--- config.mk ---
export PLATFORM = sky130hd
export DESIGN_NAME = lpaps_param_set
export DESIGN_NICKNAME = d
export VERILOG_FILES = /design/src/lpaps_pkg.sv /design/src/lpaps_decode_if.sv /design/src/lpaps_decoder.sv /design/src/lpaps_param_set.sv
export VERILOG_INCLUDE_DIRS = /design/src
export SDC_FILE = /design/constraint.sdc
export NUM_CORES = 1
export LEC_CHECK = 0
export BUFFER_PORTS_ARGS = -buffer_cell sky130_fd_sc_hd__clkbuf_2
export CAP_MARGIN = 20
export CORE_ASPECT_RATIO = 0.6
export CORE_UTILIZATION = 65
export CTS_CLUSTER_SIZE = 30
export DETAILED_ROUTE_END_ITERATION = 16
export GPL_ROUTABILITY_DRIVEN = 0
export PLACE_DENSITY = 0.84
export SYNTH_ARGS = -nofsm -noshare
export SYNTH_HDL_FRONTEND = slang
export SYNTH_SLANG_ARGS = --single-unit
export TNS_END_PERCENT = 50
--- constraint.sdc ---
create_clock -name clk -period 17.24 [get_ports clk]
set_clock_uncertainty 0.05 [all_clocks]
set_input_delay 2.586 -clock clk [delete_from_list [all_inputs] [get_ports clk]]
set_output_delay 2.586 -clock clk [all_outputs]
set_load 0.02 [all_outputs]
--- src/lpaps_defines.svh ---
// Register indices, field positions, reset values and bus codes of the parameter block
`ifndef LPAPS_DEFINES_SVH
`define LPAPS_DEFINES_SVH

// Register indices; byte address is four times the index
`define LPAPS_IDX_VIS_GAIN   6'h11
`define LPAPS_IDX_VISIBLE_HIGH_RANGE_SELECT  6'h12
`define LPAPS_IDX_AMB_HYST   6'h16
`define LPAPS_IDX_PROX_HYST  6'h17
`define LPAPS_IDX_PROX_PERS  6'h18
`define LPAPS_IDX_AMB_PERS   6'h19
`define LPAPS_IDX_OFFSET     6'h1a
`define LPAPS_IDX_IRQ_STAT   6'h20
`define LPAPS_IDX_IRQ_CLR    6'h21
`define LPAPS_IDX_IRQ_EN     6'h22
`define LPAPS_IDX_STATUS     6'h23

// Reset values
`define LPAPS_RST_VIS_GAIN   8'h00
`define LPAPS_RST_VISIBLE_HIGH_RANGE_SELECT  8'h00
`define LPAPS_RST_HYST       8'h48
`define LPAPS_RST_PERS       8'h03
`define LPAPS_RST_OFFSET     8'h80
`define LPAPS_RST_IRQ        5'h00

// Field positions
`define LPAPS_GAIN_MSB       2
`define LPAPS_RANGE_BIT      5
`define LPAPS_EXP_MSB        7
`define LPAPS_EXP_LSB        4
`define LPAPS_MANT_MSB       3

// Result codes
`define LPAPS_OVERRANGE      16'hffff
`define LPAPS_MAX_RESULT     16'hfffe

// Bus response codes
`define LPAPS_RESP_OKAY      2'h0
`define LPAPS_RESP_SLVERR    2'h2

`endif

--- src/lpaps_pkg.sv ---
// Types shared by the parameter block modules
package lpaps_pkg;
   typedef logic [15:0] lpaps_word_t;
   typedef logic [7:0]  lpaps_code_t;
   typedef logic [4:0]  lpaps_chan_t;
endpackage : lpaps_pkg

--- src/lpaps_decode_if.sv ---
// Carrier between a user of a compressed code and its decoder
`timescale 1ns/1ps
interface lpaps_decode_if;
   import lpaps_pkg::*;
   lpaps_code_t code;
   lpaps_word_t value;
   modport src (output code, input value);
   modport dec (input code, output value);
endinterface : lpaps_decode_if

--- src/lpaps_decoder.sv ---
// Expands an 8-bit compressed code into its 16-bit value
`timescale 1ns/1ps
`include "lpaps_defines.svh"
module lpaps_decoder
   import lpaps_pkg::*;
(
   // Code in, value out
   lpaps_decode_if.dec port
);
   // Upper nibble is a shift, lower nibble a fraction behind a hidden one
   logic [19:0] shifted;
   assign shifted = {15'h0000, 1'b1, port.code[`LPAPS_MANT_MSB:0]}
                    << port.code[`LPAPS_EXP_MSB:`LPAPS_EXP_LSB];       // RULE_13
   assign port.value = shifted[19:4];                                  // RULE_13
endmodule : lpaps_decoder

--- src/lpaps_param_set.sv ---
// Gain, range, hysteresis, persistence and offset settings of the light and proximity readout
`timescale 1ns/1ps
`include "lpaps_defines.svh"

// How it works
// RULE_01: Visible integration time grows by two to the power of the gain field.
// RULE_02: Visible gain codes 0, 4, 6 divide the ADC clock by 1, 16, 64.
// RULE_03: On legacy sequencers visible gain and range also drive infrared measurements.
// RULE_04: Range bit 5 picks high signal range, gain reduced by 14.5.
// RULE_05: Ambient hysteresis widens both ambient thresholds, decoded from compressed code.
// RULE_06: Proximity hysteresis widens all three proximity thresholds; 0x48 means 24.
// RULE_07: Proximity status changes after consecutive exceedances chosen by its persistence mask.
// RULE_08: Ambient status changes after consecutive exceedances chosen by its persistence mask.
// RULE_09: A decoded offset is added to every reported measurement; the code passes raw 0xffff unchanged and caps other sums at 0xfffe.
// RULE_10: Value 0xffff is kept for overrange; offset results never reach it.
// RULE_11: Host should set visible recovery period to one's complement of gain.
// RULE_12: Persistence mask acts on a shift register of recent comparison results.
// RULE_13: Compressed decoder hits 0x48=24, 0x60=64, 0x70=128, 0x80=256 exactly.
module lpaps_param_set
   import lpaps_pkg::*;
(
   // Clock and reset
   input  wire  logic        clk,
   input  wire  logic        rst,
   // AXI4-Lite write address and data
   input  wire  logic        s_axi_awvalid,
   output logic              s_axi_awready,
   input  wire  logic [7:0]  s_axi_awaddr,
   input  wire  logic        s_axi_wvalid,
   output logic              s_axi_wready,
   input  wire  logic [31:0] s_axi_wdata,
   input  wire  logic [3:0]  s_axi_wstrb,
   // AXI4-Lite write response
   output logic              s_axi_bvalid,
   input  wire  logic        s_axi_bready,
   output logic [1:0]        s_axi_bresp,
   // AXI4-Lite read
   input  wire  logic        s_axi_arvalid,
   output logic              s_axi_arready,
   input  wire  logic [7:0]  s_axi_araddr,
   output logic              s_axi_rvalid,
   input  wire  logic        s_axi_rready,
   output logic [31:0]       s_axi_rdata,
   output logic [1:0]        s_axi_rresp,
   // Raw measurements, one strobe per sample set
   input  wire  logic        sample_valid,
   input  wire  lpaps_word_t raw_ambient,
   input  wire  lpaps_word_t raw_prox1,
   input  wire  lpaps_word_t raw_prox2,
   input  wire  lpaps_word_t raw_prox3,
   // Thresholds held elsewhere
   input  wire  lpaps_word_t ambient_low_threshold,
   input  wire  lpaps_word_t ambient_high_threshold,
   input  wire  lpaps_word_t prox_channel1_threshold,
   input  wire  lpaps_word_t prox_channel2_threshold,
   input  wire  lpaps_word_t prox_channel3_threshold,
   // Infrared settings and sequencer generation
   input  wire  logic        legacy_sequencer,
   input  wire  logic [2:0]  ir_gain_setting,
   input  wire  logic        ir_range_setting,
   // ADC steering
   output logic [7:0]        visible_clock_divide,
   output logic              visible_high_range_select,
   output logic [7:0]        ir_clock_divide,
   output logic              ir_high_range_select,
   // Reported results and status
   output logic              result_valid,
   output lpaps_word_t       result_ambient,
   output lpaps_word_t       result_prox1,
   output lpaps_word_t       result_prox2,
   output lpaps_word_t       result_prox3,
   output lpaps_chan_t       channel_status,
   output logic              irq
);
   // Setting registers
   lpaps_code_t vis_gain_reg, visible_high_range_select_reg, amb_hyst_reg, prox_hyst_reg;
   lpaps_code_t prox_pers_reg, amb_pers_reg, offset_reg;
   lpaps_chan_t irq_stat_reg, irq_en_reg, status_reg;

   // Bus state
   logic        aw_hold_reg, w_hold_reg, bvalid_reg, rvalid_reg;
   logic [5:0]  aw_idx_reg;
   logic [7:0]  w_data_reg;
   logic        w_lane_reg;
   logic [1:0]  bresp_reg, rresp_reg;
   logic [31:0] rdata_reg;

   // Decoders for the three compressed codes
   lpaps_decode_if amb_hyst_if ();
   lpaps_decode_if prox_hyst_if ();
   lpaps_decode_if offset_if ();
   assign amb_hyst_if.code  = amb_hyst_reg;
   assign prox_hyst_if.code = prox_hyst_reg;
   assign offset_if.code    = offset_reg;
   lpaps_decoder u_amb_hyst  (.port(amb_hyst_if));
   lpaps_decoder u_prox_hyst (.port(prox_hyst_if));
   lpaps_decoder u_offset    (.port(offset_if));

   // Write channel handshakes
   wire aw_take = s_axi_awvalid & s_axi_awready;
   wire w_take  = s_axi_wvalid & s_axi_wready;
   wire wr_fire = aw_hold_reg & w_hold_reg & ~bvalid_reg;
   assign s_axi_awready = ~aw_hold_reg;
   assign s_axi_wready  = ~w_hold_reg;
   assign s_axi_bvalid  = bvalid_reg;
   assign s_axi_bresp   = bresp_reg;

   // Write decode; only byte lane 0 carries a register
   wire wr_lane  = wr_fire & w_lane_reg;
   wire wr_gain  = wr_lane & (aw_idx_reg == `LPAPS_IDX_VIS_GAIN);
   wire wr_range = wr_lane & (aw_idx_reg == `LPAPS_IDX_VISIBLE_HIGH_RANGE_SELECT);
   wire wr_ahyst = wr_lane & (aw_idx_reg == `LPAPS_IDX_AMB_HYST);
   wire wr_physt = wr_lane & (aw_idx_reg == `LPAPS_IDX_PROX_HYST);
   wire wr_ppers = wr_lane & (aw_idx_reg == `LPAPS_IDX_PROX_PERS);
   wire wr_apers = wr_lane & (aw_idx_reg == `LPAPS_IDX_AMB_PERS);
   wire wr_ofs   = wr_lane & (aw_idx_reg == `LPAPS_IDX_OFFSET);
   wire wr_clr   = wr_lane & (aw_idx_reg == `LPAPS_IDX_IRQ_CLR);
   wire wr_en    = wr_lane & (aw_idx_reg == `LPAPS_IDX_IRQ_EN);
   wire wr_hit   = (aw_idx_reg == `LPAPS_IDX_VIS_GAIN)  | (aw_idx_reg == `LPAPS_IDX_VISIBLE_HIGH_RANGE_SELECT)
                 | (aw_idx_reg == `LPAPS_IDX_AMB_HYST)  | (aw_idx_reg == `LPAPS_IDX_PROX_HYST)
                 | (aw_idx_reg == `LPAPS_IDX_PROX_PERS) | (aw_idx_reg == `LPAPS_IDX_AMB_PERS)
                 | (aw_idx_reg == `LPAPS_IDX_OFFSET)    | (aw_idx_reg == `LPAPS_IDX_IRQ_CLR)
                 | (aw_idx_reg == `LPAPS_IDX_IRQ_EN);

   always_ff @(posedge clk or posedge rst) begin
      if (rst) begin
         aw_hold_reg <= 1'b0;
         w_hold_reg  <= 1'b0;
         bvalid_reg  <= 1'b0;
         bresp_reg   <= `LPAPS_RESP_OKAY;
         aw_idx_reg  <= 6'h00;
         w_data_reg  <= 8'h00;
         w_lane_reg  <= 1'b0;
      end else begin
         if (aw_take) begin
            aw_hold_reg <= 1'b1;
            aw_idx_reg  <= s_axi_awaddr[7:2];
         end else if (wr_fire) begin
            aw_hold_reg <= 1'b0;
         end
         if (w_take) begin
            w_hold_reg <= 1'b1;
            w_data_reg <= s_axi_wdata[7:0];
            w_lane_reg <= s_axi_wstrb[0];
         end else if (wr_fire) begin
            w_hold_reg <= 1'b0;
         end
         if (wr_fire) begin
            bvalid_reg <= 1'b1;
            bresp_reg  <= wr_hit ? `LPAPS_RESP_OKAY : `LPAPS_RESP_SLVERR;
         end else if (s_axi_bready) begin
            bvalid_reg <= 1'b0;
         end
      end
   end

   // Setting registers; reserved bits are kept at zero
   always_ff @(posedge clk or posedge rst) begin
      if (rst) begin
         vis_gain_reg  <= `LPAPS_RST_VIS_GAIN;
         visible_high_range_select_reg <= `LPAPS_RST_VISIBLE_HIGH_RANGE_SELECT;
         amb_hyst_reg  <= `LPAPS_RST_HYST;
         prox_hyst_reg <= `LPAPS_RST_HYST;
         prox_pers_reg <= `LPAPS_RST_PERS;
         amb_pers_reg  <= `LPAPS_RST_PERS;
         offset_reg    <= `LPAPS_RST_OFFSET;
         irq_en_reg    <= `LPAPS_RST_IRQ;
      end else begin
         if (wr_gain)  vis_gain_reg  <= {5'h00, w_data_reg[`LPAPS_GAIN_MSB:0]};
         if (wr_range) visible_high_range_select_reg <= {2'h0, w_data_reg[`LPAPS_RANGE_BIT], 5'h00};
         if (wr_ahyst) amb_hyst_reg  <= w_data_reg;
         if (wr_physt) prox_hyst_reg <= w_data_reg;
         if (wr_ppers) prox_pers_reg <= w_data_reg;
         if (wr_apers) amb_pers_reg  <= w_data_reg;
         if (wr_ofs)   offset_reg    <= w_data_reg;
         if (wr_en)    irq_en_reg    <= w_data_reg[4:0];
      end
   end

   // Read channel
   wire [5:0] ar_idx = s_axi_araddr[7:2];
   wire [7:0] rd_byte =
      (ar_idx == `LPAPS_IDX_VIS_GAIN)  ? vis_gain_reg  :
      (ar_idx == `LPAPS_IDX_VISIBLE_HIGH_RANGE_SELECT) ? visible_high_range_select_reg :
      (ar_idx == `LPAPS_IDX_AMB_HYST)  ? amb_hyst_reg  :
      (ar_idx == `LPAPS_IDX_PROX_HYST) ? prox_hyst_reg :
      (ar_idx == `LPAPS_IDX_PROX_PERS) ? prox_pers_reg :
      (ar_idx == `LPAPS_IDX_AMB_PERS)  ? amb_pers_reg  :
      (ar_idx == `LPAPS_IDX_OFFSET)    ? offset_reg    :
      (ar_idx == `LPAPS_IDX_IRQ_STAT)  ? {3'h0, irq_stat_reg} :
      (ar_idx == `LPAPS_IDX_IRQ_EN)    ? {3'h0, irq_en_reg}   :
      (ar_idx == `LPAPS_IDX_STATUS)    ? {3'h0, status_reg}   : 8'h00;
   // Clear register is write-only and so reads as unmapped
   wire rd_hit = (ar_idx == `LPAPS_IDX_VIS_GAIN)  | (ar_idx == `LPAPS_IDX_VISIBLE_HIGH_RANGE_SELECT)
               | (ar_idx == `LPAPS_IDX_AMB_HYST)  | (ar_idx == `LPAPS_IDX_PROX_HYST)
               | (ar_idx == `LPAPS_IDX_PROX_PERS) | (ar_idx == `LPAPS_IDX_AMB_PERS)
               | (ar_idx == `LPAPS_IDX_OFFSET)    | (ar_idx == `LPAPS_IDX_IRQ_STAT)
               | (ar_idx == `LPAPS_IDX_IRQ_EN)    | (ar_idx == `LPAPS_IDX_STATUS);
   assign s_axi_arready = ~rvalid_reg;
   assign s_axi_rvalid  = rvalid_reg;
   assign s_axi_rdata   = rdata_reg;
   assign s_axi_rresp   = rresp_reg;

   always_ff @(posedge clk or posedge rst) begin
      if (rst) begin
         rvalid_reg <= 1'b0;
         rdata_reg  <= 32'h0000_0000;
         rresp_reg  <= `LPAPS_RESP_OKAY;
      end else if (s_axi_arvalid & ~rvalid_reg) begin
         rvalid_reg <= 1'b1;
         rdata_reg  <= {24'h00_0000, rd_byte};
         rresp_reg  <= rd_hit ? `LPAPS_RESP_OKAY : `LPAPS_RESP_SLVERR;
      end else if (s_axi_rready) begin
         rvalid_reg <= 1'b0;
      end
   end

   // ADC steering; legacy sequencers have no separate infrared settings
   wire [2:0] vis_gain = vis_gain_reg[`LPAPS_GAIN_MSB:0];
   wire       vis_hi   = visible_high_range_select_reg[`LPAPS_RANGE_BIT];
   wire [2:0] ir_gain  = legacy_sequencer ? vis_gain : ir_gain_setting;   // RULE_03
   wire       ir_hi    = legacy_sequencer ? vis_hi : ir_range_setting;    // RULE_03

   always_ff @(posedge clk or posedge rst) begin
      if (rst) begin
         visible_clock_divide      <= 8'h01;
         visible_high_range_select <= 1'b0;
         ir_clock_divide           <= 8'h01;
         ir_high_range_select      <= 1'b0;
      end else begin
         visible_clock_divide      <= 8'h01 << vis_gain;   // RULE_01 RULE_02
         visible_high_range_select <= vis_hi;              // RULE_04
         ir_clock_divide           <= 8'h01 << ir_gain;    // RULE_03
         ir_high_range_select      <= ir_hi;               // RULE_03
      end
   end

   // Offset addition; raw overrange passes unchanged, other sums stop short of it
   lpaps_word_t raw [4];
   lpaps_word_t adj [4];
   assign raw[0] = raw_ambient;
   assign raw[1] = raw_prox1;
   assign raw[2] = raw_prox2;
   assign raw[3] = raw_prox3;
   for (genvar k = 0; k < 4; k++) begin : g_ofs
      wire [16:0] sum = {1'b0, raw[k]} + {1'b0, offset_if.value};         // RULE_09
      assign adj[k] = (raw[k] == `LPAPS_OVERRANGE) ? `LPAPS_OVERRANGE :
                      (sum >= {1'b0, `LPAPS_OVERRANGE}) ? `LPAPS_MAX_RESULT :
                      sum[15:0];                                          // RULE_10
   end

   always_ff @(posedge clk or posedge rst) begin
      if (rst) begin
         result_valid   <= 1'b0;
         result_ambient <= 16'h0000;
         result_prox1   <= 16'h0000;
         result_prox2   <= 16'h0000;
         result_prox3   <= 16'h0000;
      end else begin
         result_valid <= sample_valid;
         if (sample_valid) begin
            result_ambient <= adj[0];
            result_prox1   <= adj[1];
            result_prox2   <= adj[2];
            result_prox3   <= adj[3];
         end
      end
   end

   // Status channels: 0 ambient high, 1 ambient low (falling), 2..4 proximity
   lpaps_word_t ch_val [5];
   lpaps_word_t ch_th  [5];
   lpaps_word_t ch_hys [5];
   lpaps_code_t ch_msk [5];
   lpaps_code_t hist_reg  [5];
   lpaps_code_t hist_next [5];
   lpaps_chan_t flip;
   assign ch_val = '{adj[0], adj[0], adj[1], adj[2], adj[3]};
   assign ch_th  = '{ambient_high_threshold, ambient_low_threshold, prox_channel1_threshold,
                     prox_channel2_threshold, prox_channel3_threshold};
   assign ch_hys = '{amb_hyst_if.value, amb_hyst_if.value, prox_hyst_if.value,
                     prox_hyst_if.value, prox_hyst_if.value};               // RULE_05 RULE_06
   assign ch_msk = '{amb_pers_reg, amb_pers_reg, prox_pers_reg, prox_pers_reg, prox_pers_reg};

   for (genvar c = 0; c < 5; c++) begin : g_chan
      wire [16:0]  up_sum = {1'b0, ch_th[c]} + {1'b0, ch_hys[c]};
      wire [15:0]  up     = up_sum[16] ? `LPAPS_OVERRANGE : up_sum[15:0];
      wire [15:0]  dn     = (ch_th[c] > ch_hys[c]) ? 16'(ch_th[c] - ch_hys[c]) : 16'h0000;
      wire         above  = ch_val[c] > up;
      wire         below  = ch_val[c] < dn;
      // Falling channel enters below the band and leaves above it
      wire         enter  = (c == 1) ? below : above;
      wire         leave  = (c == 1) ? above : below;
      wire         beyond = status_reg[c] ? leave : enter;
      assign hist_next[c] = {hist_reg[c][6:0], beyond};                   // RULE_12
      assign flip[c] = sample_valid & (ch_msk[c] != 8'h00)
                     & ((hist_next[c] & ch_msk[c]) == ch_msk[c]);         // RULE_07 RULE_08
      // History restarts after a change so the next change needs a fresh run
      always_ff @(posedge clk or posedge rst) begin
         if (rst) begin
            hist_reg[c] <= 8'h00;
         end else if (sample_valid) begin
            hist_reg[c] <= flip[c] ? 8'h00 : hist_next[c];                // RULE_12
         end
      end
   end

   // Status and sticky events; a new event beats a simultaneous clear
   wire [4:0] clr_bits = wr_clr ? w_data_reg[4:0] : 5'h00;
   always_ff @(posedge clk or posedge rst) begin
      if (rst) begin
         status_reg   <= 5'h00;
         irq_stat_reg <= `LPAPS_RST_IRQ;
      end else begin
         status_reg   <= status_reg ^ flip;                                // RULE_07 RULE_08
         irq_stat_reg <= (irq_stat_reg & ~clr_bits) | flip;
      end
   end
   assign channel_status = status_reg;
   assign irq = |(irq_stat_reg & irq_en_reg);

   // Checks
   gain_divide_a: assert property (@(posedge clk) disable iff (rst)   // RULE_01
      wr_gain |=> ##1 visible_clock_divide == (8'h01 << $past(w_data_reg[2:0], 2)))
      else $error("visible divide does not follow gain write");
   gain_codes_a: assert property (@(posedge clk) disable iff (rst)   // RULE_02
      $past(vis_gain) == 3'h4 |-> visible_clock_divide == 8'h10)
      else $error("gain code 4 does not divide by 16");
   legacy_ir_a: assert property (@(posedge clk) disable iff (rst)   // RULE_03
      $past(legacy_sequencer) |-> ir_clock_divide == visible_clock_divide
                                  && ir_high_range_select == visible_high_range_select)
      else $error("legacy infrared settings differ from visible");
   range_bit_a: assert property (@(posedge clk) disable iff (rst)   // RULE_04
      wr_range |=> ##1 visible_high_range_select == $past(w_data_reg[5], 2))
      else $error("range select does not follow bit 5");
   amb_hyst_a: assert property (@(posedge clk) disable iff (rst)   // RULE_05
      amb_hyst_reg == 8'h48 |-> amb_hyst_if.value == 16'h0018)
      else $error("ambient hysteresis code 0x48 not 24");
   prox_hyst_a: assert property (@(posedge clk) disable iff (rst)   // RULE_06
      prox_hyst_reg == 8'h48 |-> prox_hyst_if.value == 16'h0018)
      else $error("proximity hysteresis code 0x48 not 24");
   prox_persist_a: assert property (@(posedge clk) disable iff (rst)   // RULE_07
      $changed(status_reg[4:2]) |-> $past(sample_valid)
                                    && $past(prox_pers_reg) != 8'h00)
      else $error("proximity status changed without a persisting sample");
   amb_persist_a: assert property (@(posedge clk) disable iff (rst)   // RULE_08
      $changed(status_reg[0]) |->
         ($past(hist_next[0]) & $past(amb_pers_reg)) == $past(amb_pers_reg))
      else $error("ambient status changed before its run completed");
   offset_add_a: assert property (@(posedge clk) disable iff (rst)   // RULE_09
      sample_valid && raw_ambient < 16'h8000 && offset_reg == 8'h80
      |=> result_ambient == $past(raw_ambient) + 16'h0100)
      else $error("offset 0x80 not added as 256");
   no_marker_a: assert property (@(posedge clk) disable iff (rst)   // RULE_10
      sample_valid && raw_prox1 != 16'hffff |=> result_prox1 != 16'hffff)
      else $error("offset result reported as overrange");
   decode_pts_a: assert property (@(posedge clk) disable iff (rst)   // RULE_13
      offset_reg == 8'h70 |-> offset_if.value == 16'h0080)
      else $error("offset code 0x70 not 128");
   set_wins_a: assert property (@(posedge clk) disable iff (rst)
      flip[0] && clr_bits[0] |=> irq_stat_reg[0])
      else $error("event lost against clear");
endmodule : lpaps_param_set

=== Word level (Yosys, flattened, before mapping) ===
Index checks and enable logic that the tools add are counted.

* Add/sub/neg operators: 14
* Magnitude comparators: 19
* Eq/ne operators: 28
* Shift-type cells: 5
* Multiplexer cells: 50
* Bitwise operators: 53
* Reduce and logical (&&, ||, !) cells: 7

{| class="wikitable"
|+ Operator list
! operator !! number
|-
| $mux W16 || 18
|-
| $gt A16 B16 Y1 || 10
|-
| $add A16 B16 Y17 || 9
|-
| $eq A6 B5 Y1 const B || 14
|-
| $lt A16 B16 Y1 || 5
|-
| $sub A16 B16 Y16 || 5
|-
| $ge A17 B16 Y1 const B || 4
|-
| $eq A16 B16 Y1 const B || 4
|-
| $shl A5 B4 Y20 || 3
|-
| $mux W8 || 7
|-
| $and A8 B8 Y8 || 5
|-
| $eq A8 B8 Y1 || 5
|-
| $mux W7 || 5
|-
| $eq A6 B6 Y1 const B || 5
|-
| $and A1 B1 Y1 || 22
|-
| $mux W5 || 4
|-
| $or A1 B1 Y1 || 17
|-
| $reduce_bool A8 Y1 || 2
|-
| $shl A1 B3 Y8 const A || 2
|-
| $mux W1 || 13
|-
| $and A5 B5 Y5 || 2
|-
| $reduce_bool A2 Y1 || 4
|-
| $not A5 Y5 || 1
|-
| $or A5 B5 Y5 || 1
|-
| other kinds (5) || 9
|}

* Register bits after elaboration: 208
* Input bits: 209
* Output and inout bits: 130
* Word-level logic and storage cells: 210

=== Depth between registers and ports, before layout ===
* Word-level depth: 11
* Depth in mapped cells: 34
* Depth with buffers taken out: 31

=== Hierarchy ===
From an unflattened synthesis, not the netlist that was laid out.

* Cells, all modules: 3248
* Area, all modules: 25814.8 sq um

{| class="wikitable"
|+ By module, submodules not included
! module !! instances !! cells an instance !! area an instance (sq um) !! seq. area each (sq um)
|-
| lpaps_param_set || 1 || 3074 || 24606.1 || 5168.7
|-
| lpaps_decoder || 3 || 58 || 402.9 || 0.0
|}

=== Worst setup path before layout ===
OpenSTA, ideal clock, no wires.

* Path kind: input to register
* From: input port raw_ambient[0]
* To: register hist_reg, in the netlist hist_next[34]
* Setup time: 0.173 ns
* Arrival: 7.360 ns
* Data required time: 17.017 ns
* Slack: 9.657 ns
* Stages: 22
* Path buffers: 1
* Path through: ha_1 > ha_1 > a31o_2 > a211oi_1 > nor4_2 > nand2b_1 > and4b_1 > nor3_1 > o41a_1 > clkbuf_1 > nand2_1 > ha_1 > a21o_1 > a21o_1 > a21o_1 > a21o_1 > a21o_1 > a221o_1 > nor4b_1 > nand2_1 > o311ai_4 > a21oi_1

{| class="wikitable"
|+ RTL lines
! element !! line !! RTL
|-
| start, declared || lpaps_param_set.sv:47 || <nowiki>input wire lpaps_word_t raw_ambient,</nowiki>
|-
| end signal, assigned by index || lpaps_param_set.sv:303 || <nowiki>hist_reg[c] <= flip[c] ? 8'h00 : hist_next[c];</nowiki>
|-
| end, declared || lpaps_param_set.sv:275 || <nowiki>lpaps_code_t hist_reg [5];</nowiki>
|}

==> impl_metrics.toml <==
[status]
outcome = "completed"

[place]
port_buffers = 281
dpl_cell_area_mm2 = 0.0281
dp_hpwl_mm = 71.4

[clocking]
clock_latency_ps = 550
cts_made_buffers = 22
cts-htree-levels = 1
clock_tree.buffer_depth = 3
postCtsSetupBuffers = 0
clock-sinks = 206
path_clk_slew_ps = 70
cts_tree = "yes"
cts_resized = 0
root_buffer = "clkbuf_16"
postCtsHoldBufs = 0

[layout]
area_growth_pct = 8.96
drive_above_1_share = 0.136
fin_area_mm2 = 0.0290
largest_reg_flops = 35
final_nets = 4143
multi_input_area_mm2 = 0.0200
nFillCells = 3023
seqCellArea_mm2 = 0.00517

[critical_path]
cp_max_fo = 14
critPathTopFamily = "compound AO/OA/AOI/OAI gates"
crit_type = "input port to register"
rr_endpoint = "hist_next[3]"
slowest_stage = "nor2b_1"
r2r_cells = 26
cp.buffers_inverters = 1
path_cells = "clkbuf_2 -> xor2_1 -> ha_1 -> a31o_2 -> a211oi_1 -> nor3_1 -> o21ai_0 -> and2_1 -> nor2b_1 -> o41a_1 -> nand2_1 -> ha_1 -> a21o_1 -> a21o_1 -> a21o_1 -> a21o_1 -> a21o_1 -> a221o_1 -> nor4b_1 -> nand2_1 -> o311ai_4 -> a21oi_1"
arrival_ps = 8980
r2r_slack_ps = 8670
crit_top_cell = "a21o_1"
cp-start-kind = "input port"
cp_num_cells = 22
cp-end-kind = "register"
reg2reg_from = "offset_if.code[5]"
critPathRequiredTime_ps = 17600
max_stage_delay_ps = 790

[timing]
rsz0062_at_grt = "false"
timing.slew.headroom = 0.259
setup_violations = 0
finalCritPeriodShare = 0.500
max_slew.worst_pin.slew_ps = 1110
fin_tns_setup_ps = 0
finalHoldViolCount = 0
fin_crit_ps = 8620
max_freq_mhz = 116
drv_slew = 0

[pwr]
leakage_uw = 0.0139
power_density_mw_per_mm2 = 142
ir_worst_vdd_uv = 108

[yosys]
async_reset_ff_frac = 1.00
synth_area_leaders = "dfrtp_1 18%, ha_1 17%, a21oi_1 4.6%"
synth_edf_count = 0
syn-instance-count = 3380
ys.flop_type = "dfrtp_1"
syn_area_mm2 = 0.0266
synth_top_area_frac = 0.183
synth-seq-cells = 206
yosysTopAreaCell = "dfrtp_1"
yosys_warnings = 0
synth_cell_types = 112
synth_area_per_cell_um2 = 7.87
ys_seq_area_frac = 0.194

[routing]
via_count = 28200
drc = 0
wl_per_cell_um = 21.9
drtIter0Drc = 3749
wirelength_mm = 90.0
dr.pass1.iters = 9
drtAntennaViolNets = 0
vias_per_cell = 6.87

[floorplan]
start_util = 0.671
coreArea_mm2 = 0.0397
rows = 56
die_h_um = 159
die_w_um = 263
ios = 339
die-area_mm2 = 0.0418

[worst_hold_path]
hold_end = "s_axi_rdata[3]"
whs_path_depth = 1
hold_class = "register to register"
hold_start = "s_axi_rdata[3]"

[global_route]
grt_pass1_vias = 26300
grtUsageTotal = 0.414
grt_max_degree = 129
grt_pass1_wl_mm = 141
antenna_found_initial = 7
grt.overflow.total = 0

[run]
max_cap_viol_count = 0
cell type report:
class / count / share of cell area
clock buffer: 31 / 0.0215
clock inverter: 9 / 0.00609
tap: 522 / 0.0225
inverter: 206 / 0.0269
antenna: 6 / 0.000518
sequential: 206 / 0.178
multi-input combinational: 2817 / 0.689
timing repair buffer: 306 / 0.0555
cells in the mapped netlist, drive strengths merged (17+ instances only):
master	instances
ha	365
nor2	294
nand2	287
a21oi	244
inv	204
dfrtp	195
o21ai	185
clkbuf	130
a21o	108
nor3	93
xnor2	85
a31oi	82
nand4	66
mux2	63
nor2b	63
nand2b	60
nand3	58
mux2i	53
o21a	48
xor2	47
buf	46
and3	43
o21bai	41
or3	37
o22ai	33
a211oi	27
nor4	27
o211ai	26
o31ai	26
or2	23
and2	20
nor3b	18
a31o	17
cells by family (layout without fill, tap and decap cells):
group	after synthesis	after routing	share of synthesized area
flops	206	206	0.194
mux	116	116	0.0467
buf+inv	382	552	0.0589
other cells	1	32	0.000141
compound gates	1003	1003	0.253
simple gates	1152	1152	0.218
xor+xnor	135	135	0.0463
fa+ha+maj	385	385	0.183
metrics by stage:
stage                     utilization  hold slack (ps)  power (uW)  std cells  setup slack [ps]
final                           0.731              443        4110       4103              8620
after global routing            0.731              451        4360       4103              8310
after CTS                       0.729              421        3980       4092              8850
after detailed placement        0.709              405        3430       4052              8390
after global placement          0.709              410        3280       4052              8530
after floorplan                     -              334        2660       3405              9000
layer usage:
layer,share of wire,GRT usage,wire [um]
met1,0.40,0.557,36000
met5,0.00014,0,13
met4,0.054,0.195,4900
met2,0.42,0.625,37900
met3,0.12,0.0980,11200
worst register-to-register path, stage by stage, from the launching register on:
cell      delay (ps)
dfrtp_1          790
mux2_4           330
nor2_1            50
a31o_2           240
nor2_1           100
a31oi_1           70
nor2_1           810
ha_1             470
a21o_1           200
a21oi_1          250
o311a_1          240
a211oi_1          60
a311oi_1         590
o21ai_0          230
xnor2_1          420
nor4_2           130
nor2_1           420
nand2_1          170
ha_1             310
and4_1           200
and3_1           260
or4bb_1          570
a32oi_1          480
o31ai_1          230
a41o_1           300
a21oi_2          290
o22ai_1          150
layout by cell type (no fill, tap or decap), types with 92 or more instances in the layout:
cell type  count
inv_1        203
nand2_1      287
a21oi_1      242
nor2_1       293
nor3_1        92
o21ai_0      181
dfrtp_1      195
ha_1         365
a21o_1       108
clkbuf_2     280
worst max-delay path by stage:
stage                    from                  end  slack, ps
2_1_floorplan             rst  amb_hyst_if.code[0]       9000
3_3_place_gp   raw_ambient[1]      irq_stat_reg[0]       8530
3_5_place_dp   raw_ambient[1]        hist_next[39]       8390
4_1_cts        raw_ambient[1]        hist_next[34]       8850
5_1_grt        raw_ambient[1]        hist_next[34]       8310
6_report       raw_ambient[1]        hist_next[34]       8620
where the power goes:
group / switching (uW) / internal, uW / total (uW)
Combinational: 1640 / 1020 / 2660
Clock: 217 / 316 / 533
Sequential: 256 / 658 / 914
(Power assumes the default switching activity.)
